<file path="src/rtl/cho_consts.vh">
// Constants for the charge option one register bank
// What this block does
// - High bit 7 enables current monitor buffer, forced off by low-power mode.
// - High bit 4 enables power sense and buffer, forced off by low-power mode.
// - High bit 3 picks input sense resistor, 0 is 10 mOhm, 1 is 20 mOhm.
// - High bit 2 picks charge sense resistor, 0 is 10 mOhm, 1 is 20 mOhm.
// - High bit 1 sets power monitor gain, 0 is 0.25, 1 is 1 uA/W.
// - High bit 0 picks limit pin low action: high impedance or pass-through.
// - Low bit 7 selects comparator reference, 0 is 2.3 V, 1 is 1.2 V.
// - Low bit 6 sets comparator output polarity against the reference.
// - Low bits 5:4 pick deglitch: 00 disables the comparator (output held high), then 1 us, 2 ms, 5 s.
// - Deglitch delays only the falling comparator output; rising is immediate.
// - Low bit 3 with tripped comparator opens both switches, drops charge good.
// - The latch-off state holds until the adapter is removed.
// - Low bit 2 enables pass-through mode; default off.
// - Writing low bit 1 starts shipping discharge; cleared by hardware after 140 ms.
// - Low bit 0 with battery below minimum starts 30 min 128 mA wake charge.
// - Battery above minimum during wake charge ends it and clears low bit 0.
// - High bit 6 is reserved, read-write, default zero.
`ifndef CHO_CONSTS_VH
`define CHO_CONSTS_VH
`define CHO_ADDR_LOW 8'h30
`define CHO_ADDR_HIGH 8'h31
`define CHO_RESET 16'h0211
`define CHO_B_AUTO_WAKE 0
`define CHO_B_SHIP 1
`define CHO_B_PTM_EN 2
`define CHO_B_LATCH_EN 3
`define CHO_B_DEG_LO 4
`define CHO_B_DEG_HI 5
`define CHO_B_POL 6
`define CHO_B_REF 7
`define CHO_B_PIN_SEL 8
`define CHO_B_GAIN 9
`define CHO_B_RSR 10
`define CHO_B_RAC 11
`define CHO_B_SYSTEM_POWER_MONITOR_EN 12
`define CHO_B_HOT_LP 13
`define CHO_B_RSVD 14
`define CHO_B_BATT_CURRENT_MONITOR_EN 15
`define CHO_CLK_HZ 20000000
`define CHO_DEG1_NS 1000
`define CHO_DEG1_CYC ((`CHO_DEG1_NS * 20 + 999) / 1000)
`define CHO_DEG2_MS 2
`define CHO_DEG2_CYC (`CHO_DEG2_MS * (`CHO_CLK_HZ / 1000))
`define CHO_DEG3_S 5
`define CHO_DEG3_CYC (`CHO_DEG3_S * `CHO_CLK_HZ)
`define CHO_SHIP_MS 140
`define CHO_SHIP_CYC (`CHO_SHIP_MS * (`CHO_CLK_HZ / 1000))
`define CHO_WAKE_MIN 30
// Thirty minutes of clocks does not fit in 32 bits, so the count is 36 bits wide
`define CHO_WAKE_CYC 36'd36000000000
`endif

</file>
<file path="src/rtl/cho_sync.v">
// Two-flop synchroniser for pin inputs
`default_nettype none
module cho_sync (
  input wire clock,
  input wire resetn,
  input wire d,
  output wire q
);
  reg s1_q;
  reg s2_q;
  always @(posedge clock) begin
    if (!resetn) begin
      s1_q <= 1'b0;
      s2_q <= 1'b0;
    end else begin
      s1_q <= d;
      s2_q <= s1_q;
    end
  end
  assign q = s2_q;
endmodule // cho_sync
`default_nettype wire

</file>
<file path="src/rtl/cho_charge_option_one.v">
// Charge option one register bank with comparator, latch-off and timers
`include "cho_consts.vh"
`default_nettype none
module cho_charge_option_one #(
  parameter [31:0] DEG2_CYCLES = `CHO_DEG2_CYC,
  parameter [31:0] DEG3_CYCLES = `CHO_DEG3_CYC,
  parameter [31:0] SHIP_CYCLES = `CHO_SHIP_CYC,
  parameter [35:0] WAKE_CYCLES = `CHO_WAKE_CYC
) (
  input wire clock,
  input wire resetn,
  input wire [7:0] reg_addr,
  input wire [7:0] reg_wdata,
  input wire reg_write,
  output reg [7:0] reg_rdata,
  input wire low_power_mode_bit,
  input wire comparator_raw_above,
  input wire input_limit_pin,
  input wire adapter_present,
  input wire batt_below_min,
  output reg batt_current_buffer_en,
  output reg system_power_monitor_en,
  output reg hot_signal_lowpower_en,
  output reg input_sense_res_sel,
  output reg charge_sense_res_sel,
  output reg system_power_gain_sel,
  output reg comparator_reference_sel,
  output reg comparator_output,
  output reg high_impedance_mode,
  output reg pass_through_mode,
  output reg input_high_switch_off,
  output reg output_high_switch_off,
  output reg system_disconnect,
  output reg charge_good_force_low,
  output reg shipping_discharge_active,
  output reg wake_charge_active
);
  wire cmp_s;
  wire pin_s;
  wire adp_s;
  wire low_s;
  cho_sync u_sync_cmp (.clock(clock), .resetn(resetn), .d(comparator_raw_above), .q(cmp_s));
  cho_sync u_sync_pin (.clock(clock), .resetn(resetn), .d(input_limit_pin), .q(pin_s));
  cho_sync u_sync_adp (.clock(clock), .resetn(resetn), .d(adapter_present), .q(adp_s));
  cho_sync u_sync_low (.clock(clock), .resetn(resetn), .d(batt_below_min), .q(low_s));

  reg [15:0] opt_q;
  reg [15:0] opt_d;
  reg [31:0] deg_cnt_q;
  reg [31:0] ship_cnt_q;
  reg [35:0] wake_cnt_q;
  reg cmp_out_q;
  reg latch_q;
  reg wake_q;
  reg wake_done_q;
  wire [1:0] deg_sel;
  wire wr_lo;
  wire wr_hi;
  wire cmp_en;
  wire cmp_want_low;
  wire [31:0] deg_lim;
  wire ship_done;
  wire wake_end_ok;
  wire wake_timeout;
  wire cmp_tripped;

  assign wr_lo = reg_write && (reg_addr == `CHO_ADDR_LOW);
  assign wr_hi = reg_write && (reg_addr == `CHO_ADDR_HIGH);
  assign deg_sel = {opt_q[`CHO_B_DEG_HI], opt_q[`CHO_B_DEG_LO]};
  assign cmp_en = (deg_sel != 2'b00);
  // Polarity 0: low while above reference; 1: low while below
  assign cmp_want_low = opt_q[`CHO_B_POL] ? ~cmp_s : cmp_s;
  assign deg_lim = (deg_sel == 2'b01) ? `CHO_DEG1_CYC :
                   (deg_sel == 2'b10) ? DEG2_CYCLES : DEG3_CYCLES;
  assign ship_done = opt_q[`CHO_B_SHIP] && (ship_cnt_q >= SHIP_CYCLES - 32'h00000001);
  assign wake_end_ok = wake_q && !low_s;
  assign wake_timeout = wake_q && (wake_cnt_q >= WAKE_CYCLES - 36'h000000001);
  assign cmp_tripped = cmp_en && !cmp_out_q;

  // Register update; hardware clears applied last so they win
  always @* begin
    opt_d = opt_q;
    if (wr_lo) begin
      opt_d[7:0] = reg_wdata;
    end
    if (wr_hi) begin
      opt_d[15:8] = reg_wdata;
    end
    if (ship_done) begin
      opt_d[`CHO_B_SHIP] = 1'b0;
    end
    if (wake_end_ok) begin
      opt_d[`CHO_B_AUTO_WAKE] = 1'b0;
    end
  end

  always @(posedge clock) begin
    if (!resetn) begin
      opt_q <= `CHO_RESET;
    end else begin
      opt_q <= opt_d;
    end
  end

  always @* begin
    case (reg_addr)
      `CHO_ADDR_LOW: reg_rdata = opt_q[7:0];
      `CHO_ADDR_HIGH: reg_rdata = opt_q[15:8];
      default: reg_rdata = 8'h00;
    endcase
  end

  // Falling edge waits out the deglitch; rising passes at once
  always @(posedge clock) begin
    if (!resetn) begin
      cmp_out_q <= 1'b1;
      deg_cnt_q <= 32'h00000000;
    end else if (!cmp_en || !cmp_want_low) begin
      cmp_out_q <= 1'b1;
      deg_cnt_q <= 32'h00000000;
    end else if (cmp_out_q) begin
      if (deg_cnt_q >= deg_lim - 32'h00000001) begin
        cmp_out_q <= 1'b0;
        deg_cnt_q <= 32'h00000000;
      end else begin
        deg_cnt_q <= deg_cnt_q + 32'h00000001;
      end
    end
  end

  // Latch-off survives until the adapter goes away
  always @(posedge clock) begin
    if (!resetn) begin
      latch_q <= 1'b0;
    end else if (!adp_s) begin
      latch_q <= 1'b0;
    end else if (opt_q[`CHO_B_LATCH_EN] && cmp_tripped) begin
      latch_q <= 1'b1;
    end
  end

  always @(posedge clock) begin
    if (!resetn) begin
      ship_cnt_q <= 32'h00000000;
    end else if (!opt_q[`CHO_B_SHIP] || ship_done) begin
      ship_cnt_q <= 32'h00000000;
    end else begin
      ship_cnt_q <= ship_cnt_q + 32'h00000001;
    end
  end

  // Wake charge: one attempt per low-battery episode, bounded by the timer
  always @(posedge clock) begin
    if (!resetn) begin
      wake_q <= 1'b0;
      wake_done_q <= 1'b0;
      wake_cnt_q <= 36'h000000000;
    end else if (wake_q) begin
      if (wake_end_ok || wake_timeout || !opt_q[`CHO_B_AUTO_WAKE]) begin
        wake_q <= 1'b0;
        wake_done_q <= 1'b1;
        wake_cnt_q <= 36'h000000000;
      end else begin
        wake_cnt_q <= wake_cnt_q + 36'h000000001;
      end
    end else begin
      if (!low_s) begin
        wake_done_q <= 1'b0;
      end
      if (opt_q[`CHO_B_AUTO_WAKE] && low_s && !wake_done_q) begin
        wake_q <= 1'b1;
      end
    end
  end

  always @(posedge clock) begin
    if (!resetn) begin
      batt_current_buffer_en <= 1'b0;
      system_power_monitor_en <= 1'b0;
      hot_signal_lowpower_en <= 1'b0;
      input_sense_res_sel <= 1'b0;
      charge_sense_res_sel <= 1'b0;
      system_power_gain_sel <= 1'b1;
      comparator_reference_sel <= 1'b0;
      comparator_output <= 1'b1;
      high_impedance_mode <= 1'b0;
      pass_through_mode <= 1'b0;
      input_high_switch_off <= 1'b0;
      output_high_switch_off <= 1'b0;
      system_disconnect <= 1'b0;
      charge_good_force_low <= 1'b0;
      shipping_discharge_active <= 1'b0;
      wake_charge_active <= 1'b0;
    end else begin
      batt_current_buffer_en <= opt_q[`CHO_B_BATT_CURRENT_MONITOR_EN] && !low_power_mode_bit;
      system_power_monitor_en <= opt_q[`CHO_B_SYSTEM_POWER_MONITOR_EN] && !low_power_mode_bit;
      hot_signal_lowpower_en <= opt_q[`CHO_B_HOT_LP];
      input_sense_res_sel <= opt_q[`CHO_B_RAC];
      charge_sense_res_sel <= opt_q[`CHO_B_RSR];
      system_power_gain_sel <= opt_q[`CHO_B_GAIN];
      comparator_reference_sel <= opt_q[`CHO_B_REF];
      comparator_output <= cmp_out_q;
      high_impedance_mode <= !pin_s && !opt_q[`CHO_B_PIN_SEL];
      pass_through_mode <= opt_q[`CHO_B_PTM_EN] || (!pin_s && opt_q[`CHO_B_PIN_SEL]);
      input_high_switch_off <= latch_q;
      output_high_switch_off <= latch_q;
      system_disconnect <= latch_q;
      charge_good_force_low <= latch_q;
      shipping_discharge_active <= opt_q[`CHO_B_SHIP];
      wake_charge_active <= wake_q;
    end
  end
endmodule // cho_charge_option_one
`default_nettype wire

</file>
<file path="config.mk">
export PLATFORM = sky130hd
export DESIGN_NAME = cho_charge_option_one
export DESIGN_NICKNAME = d
export VERILOG_FILES = /design/src/rtl/cho_sync.v /design/src/rtl/cho_charge_option_one.v
export VERILOG_INCLUDE_DIRS = /design/src /design/src/rtl
export SDC_FILE = /design/constraint.sdc
export NUM_CORES = 1
export LEC_CHECK = 0
export ABC_CLOCK_PERIOD_IN_PS = 5890
export BUFFER_PORTS_ARGS = -buffer_cell sky130_fd_sc_hd__buf_2
export CAP_MARGIN = 30
export CORE_MARGIN = 2
export CORE_UTILIZATION = 30
export DETAILED_ROUTE_END_ITERATION = 7
export HOLD_SLACK_MARGIN = 0.06
export SYNTH_ARGS = -nofsm -noshare
export SYNTH_HDL_FRONTEND = slang
export SYNTH_SLANG_ARGS = --single-unit
</file>
<file path="constraint.sdc">
create_clock -name clock -period 5.89 [get_ports clock]
set_input_delay 1.767 -clock clock [delete_from_list [all_inputs] [get_ports clock]]
set_output_delay 1.767 -clock clock [all_outputs]
set_load 0.005 [all_outputs]
</file>
### Yosys cells after proc, flatten, opt, wreduce, memory -nomap -nowiden

Cells that the tools add are included.

* bits in registers: 141
* input port bits: 24
* output and inout port bits: 24
* word-level logic and storage cells: 98

* add/sub/neg operators: 4
* order comparisons: 3
* equality and inequality tests: 6
* multiplexer cells: 16
* bitwise operators: 2
* reduce and logical (&&, ||, !) cells: 35

Operators by type and width (number)
* $add 32x1->32 const B: 2
* $mux 27: 2
* $add 36x1->36 const B: 1
* $ge 36x36->1 const B: 1
* $mux 36: 1
* $ge 32x22->1 const B: 1
* $ge 32x32->1: 1
* $mux 32: 1
* $sub 27x1->28 const B: 1
* $eq 8x6->1 const B: 2
* $pmux 8 s2: 1
* $logic_and 1x1->1: 13
* $mux 1: 11
* $logic_not 1->1: 10
* $reduce_or 2->1: 3
* $logic_or 1x1->1: 5
* $reduce_and 2->1: 2
* $reduce_bool 2->1: 2
* $eq 2x1->1 const B: 1
* $eq 2x2->1 const B: 1
* $ne 2x1->1 const B: 1
* $ne 2x2->1 const B: 1
* $not 1->1: 2

### Longest topological paths before layout

* depth after elaboration: 7
* depth in mapped cells: 12
* mapped depth without buffers: 11

### Cells and area by module

Synthesis repeated with hierarchy kept, for this count alone.

* cell total of the unflattened synthesis: 730
* area, all modules: 6583.8 µm²

By module, submodules not included
* cho_charge_option_one: times used 1, cells an instance 714, area each 6373.6 µm², sequential area each 2662.6 µm²
* cho_sync: times used 4, cells an instance 4, area each 52.6 µm², sequential area each 40.0 µm²

### Worst setup path before layout

No wires, ideal clock.

* path kind: input-to-output
* from: input port reg_addr[7]
* to: output port reg_rdata[0]
* data arrival time: 2.626 ns
* setup slack: 1.497 ns
* cell stages on the path: 5
* cells stage by stage: nor2_1 > nand3_1 > or4_1 > clkbuf_1 > nor2_1

* cells in the longest elaborated chain, start to end: 2
* elaborated cells between the ends (all ways): 3

RTL lines
* start, declared: RTL line cho_charge_option_one.v:12 `input wire [7:0] reg_addr,`
* $eq 8x6->1: RTL line cho_charge_option_one.v:106 `case (reg_addr)`
* $pmux 8 s2 (*): RTL line cho_charge_option_one.v:106
* end, declared: RTL line cho_charge_option_one.v:15 `output reg [7:0] reg_rdata,`

Mark *: on every way between the ends. The rest lies on a longest branch, timed or not.

### Worst setup path in the final report

* from: input port reg_addr[6]
* to: output port reg_rdata[2]

The elaborated chain is that of the path after synthesis.

==> results.ini <==
[placement]
placed_cells = 1055
dp_slack_ns = 0.879
gp_congestion = 0.776
dp_hpwl_um = 10300
port_buffers = 47

[critical_path]
cp_top_family = simple AND/OR/NAND/NOR gates
cp_data_required_time_ns = 4.12
cp-startpoint = reg_addr[6]
critPathArrivalTime_ns = 3.21
regToRegSetupSlack_ns = 2.24
rr_startpoint = opt_q[5]
endpoint = reg_rdata[2]
critical_path_class = primary input to primary output
max_stage_delay_ns = 0.67
crit_buf_inv = 2
end_kind = primary output
rr_worst_depth = 10
path_depth = 6
cpMaxStageDelayCell = or4_1
timing.rr.end = deg_cnt_q[25]
critPathLaunchType = primary input
crit_chain = buf_2 > nor2_1 > nand3_1 > or4_1 > nor2_1 > buf_2
crit_path_max_fanout = 8

[cells_and_area]
seqCellArea_mm2 = 0.00282
multi_input_area_mm2 = 0.00349
nFillCells = 2209
final_layout_size_suffix_gt1_share_pct = 10.8
final_cell_mix = 141 x dfxtp_1, 99 x nor2_1, 82 x nand2_1, 52 x nand3_1, 47 x buf_2
final_cells = 1088
final_common_cell = dfxtp_1
nets = 853
fin_util_pct = 35.9
area.growth.synth_to_final_pct = 17.0

[power_and_ir_drop]
worst_ir_drop_vdd_v = 0.000215
powerDensity_mw_per_mm2 = 268
power_leakage_nw = 2.95

[sta]
tns_ns = 0
holdWs_ns = 0.414
rsz0062_at_grt = false
hold_violations = 0
min_period_ns = 4.98
max_freq_mhz = 201
relSlewSlack_pct = 37.4
fin_skew_ns = 0.00679
finalSetupViolCount = 0
tightest_slew_ns = 0.932
final_max_slew_viol_count = 0
fin_crit_sh_pct = 84.6
worst_slack_ns = 0.910

[synthesis]
netlist_area_mm2 = 0.00647
async_flop_share_pct = 0
synth_ff_type = dfxtp_1
ys_types = 60
synth_cells = 744
ys_warn_count = 0
syn_avg_cell_area_um2 = 8.69
yosysSeqAreaShare_pct = 43.6
ys_ff_latch = 141
synth_edf_count = 0

[floorplanning]
die_y_um = 151
die_w_um = 151
initial_core_util_pct = 30.7
core_region_area_mm2 = 0.0211
die_area_mm2 = 0.0227
fp-row-count = 53
io_pins = 48

[detailed_routing]
drt_iter0_drc = 262
wl_um = 14500
viasPerCell = 4.65
wl_per_cell_um = 13.3
final_antenna_net_count = 0
first_pass_iters = 4
vias = 5059
drc = 0

[clock_tree]
clk_latency_ns = 0.42
cts_max_path_buffers = 2
holdBufCountCts = 0
htree_levels = 4
cts-root-buf = clkbuf_16
post_cts.repair.setup_buffers = 0
ctsResizeCount = 0
clk_pin_slew_ns = 0.06
clock_sinks = 141
cts_tree = built
cts_buffers = 17

[flow_run]
max_cap_violations = 0

[grt]
antenna_found_initial = 2
grt_use_total_pct = 13.7
grt_overflow = 0
grt_max_degree = 46
grt_pass1_vias = 4703
top_usage_layer = met2
grt_use_met2_pct = 21.4
met1_usage_pct = 18.2
grt_first_pass_wirelength_um = 24000
use_met3_pct = 3.40

[hold_path]
hold_path.class = flip-flop to flip-flop

[run_status]
outcome = finished, final reports clean

-- Yosys cell counts (2+ instances only) --
cell	n	share of area [%]
a2111oi_0	2	0.27
a211oi_1	2	0.23
a21boi_0	9	1.0
a21o_1	6	0.70
a21oi_1	18	1.4
a31oi_1	5	0.48
and2_1	25	2.4
and3_1	17	1.6
and3b_1	2	0.27
and4_1	5	0.68
buf_2	3	0.23
buf_4	4	0.46
clkbuf_1	19	1.1
conb_1	2	0.12
dfxtp_1	141	44
ha_1	30	5.8
inv_1	19	1.1
mux2i_1	21	3.3
nand2_1	82	4.8
nand2b_1	3	0.29
nand3_1	52	4.0
nand3b_1	3	0.35
nand4_1	17	1.6
nor2_1	99	5.7
nor2b_1	8	0.77
nor3_1	8	0.62
nor3b_1	2	0.23
nor4_1	7	0.68
o21a_1	7	0.81
o21ai_0	22	1.7
o21ai_1	5	0.39
o2bb2ai_1	2	0.27
o31ai_1	4	0.46
or3_1	6	0.58
or4_1	4	0.46
xnor2_1	17	2.3
xor2_1	43	5.8
-- kinds of logic (layout without fill, tap and decap cells) --
group           Yosys count  in the layout  share of synthesized area, %
mux                      22             22                          3.42
simple gates            347            347                          26.0
buf+inv                  46            102                          3.08
compound gates           96             96                          9.79
fa+ha+maj                30             30                          5.80
flops                   141            141                          43.6
xor+xnor                 60             60                          8.13
other cells               2             15                         0.116
-- where the power goes --
| group | switching, mW | internal, mW |
|---|---|---|
| clock | 0.431 | 0.589 |
| sequential | 0.00322 | 0.961 |
| combinational | 0.0250 | 0.0171 |
-- state kept, by name, summed over array words and instances, names as in the netlist, 16 cells and up --
signal / flops
deg_cnt_q: 32
opt_q: 16
wake_cnt_q: 36
ship_cnt_q: 32
-- worst min-delay path by stage --
stage	from	endpoint	cells after the start
CTS	u_sync_pin.q	high_impedance_mode	1
global route	u_sync_adp.q	latch_q	2
finish	u_sync_pin.q	high_impedance_mode	1
global placement	u_sync_pin.q	high_impedance_mode	1
detailed placement	u_sync_pin.q	high_impedance_mode	1
floorplan	u_sync_pin.q	high_impedance_mode	1
-- final cells by class --
type	instances	area share [%]
Clock buffer	19	5.72
Antenna cell	1	0.0331
Clock inverter	13	1.74
Sequential cell	141	37.3
Tap cell	275	4.55
Multi-Input combinational cell	569	46.1
Timing Repair Buffer	51	3.60
Inverter	19	0.942
-- per-stage QoR --
step	instance area, um^2	total power [mW]
3_3_place_gp	6990	1.03
3_5_place_dp	7000	1.03
6_report	7570	2.03
2_1_floorplan	6510	1.01
5_1_grt	7570	2.10
4_1_cts	7570	2.05
-- layer usage --
layer,share of wire (%),up-vias
li1,-,2663
met1,50,2326
met2,46,52
met3,3.4,16
met4,1.2,2
met5,0.076,-
-- worst register-to-register path: cells and delay by family (launching register included) --
kind / cells / cell delay (ns)
flops: 1 / 0.43
fa+ha+maj: 2 / 0.81
simple gates: 3 / 1.25
buf+inv: 1 / 0.10
compound gates: 4 / 0.96
Note: power is estimated with default switching activity, not from simulation.
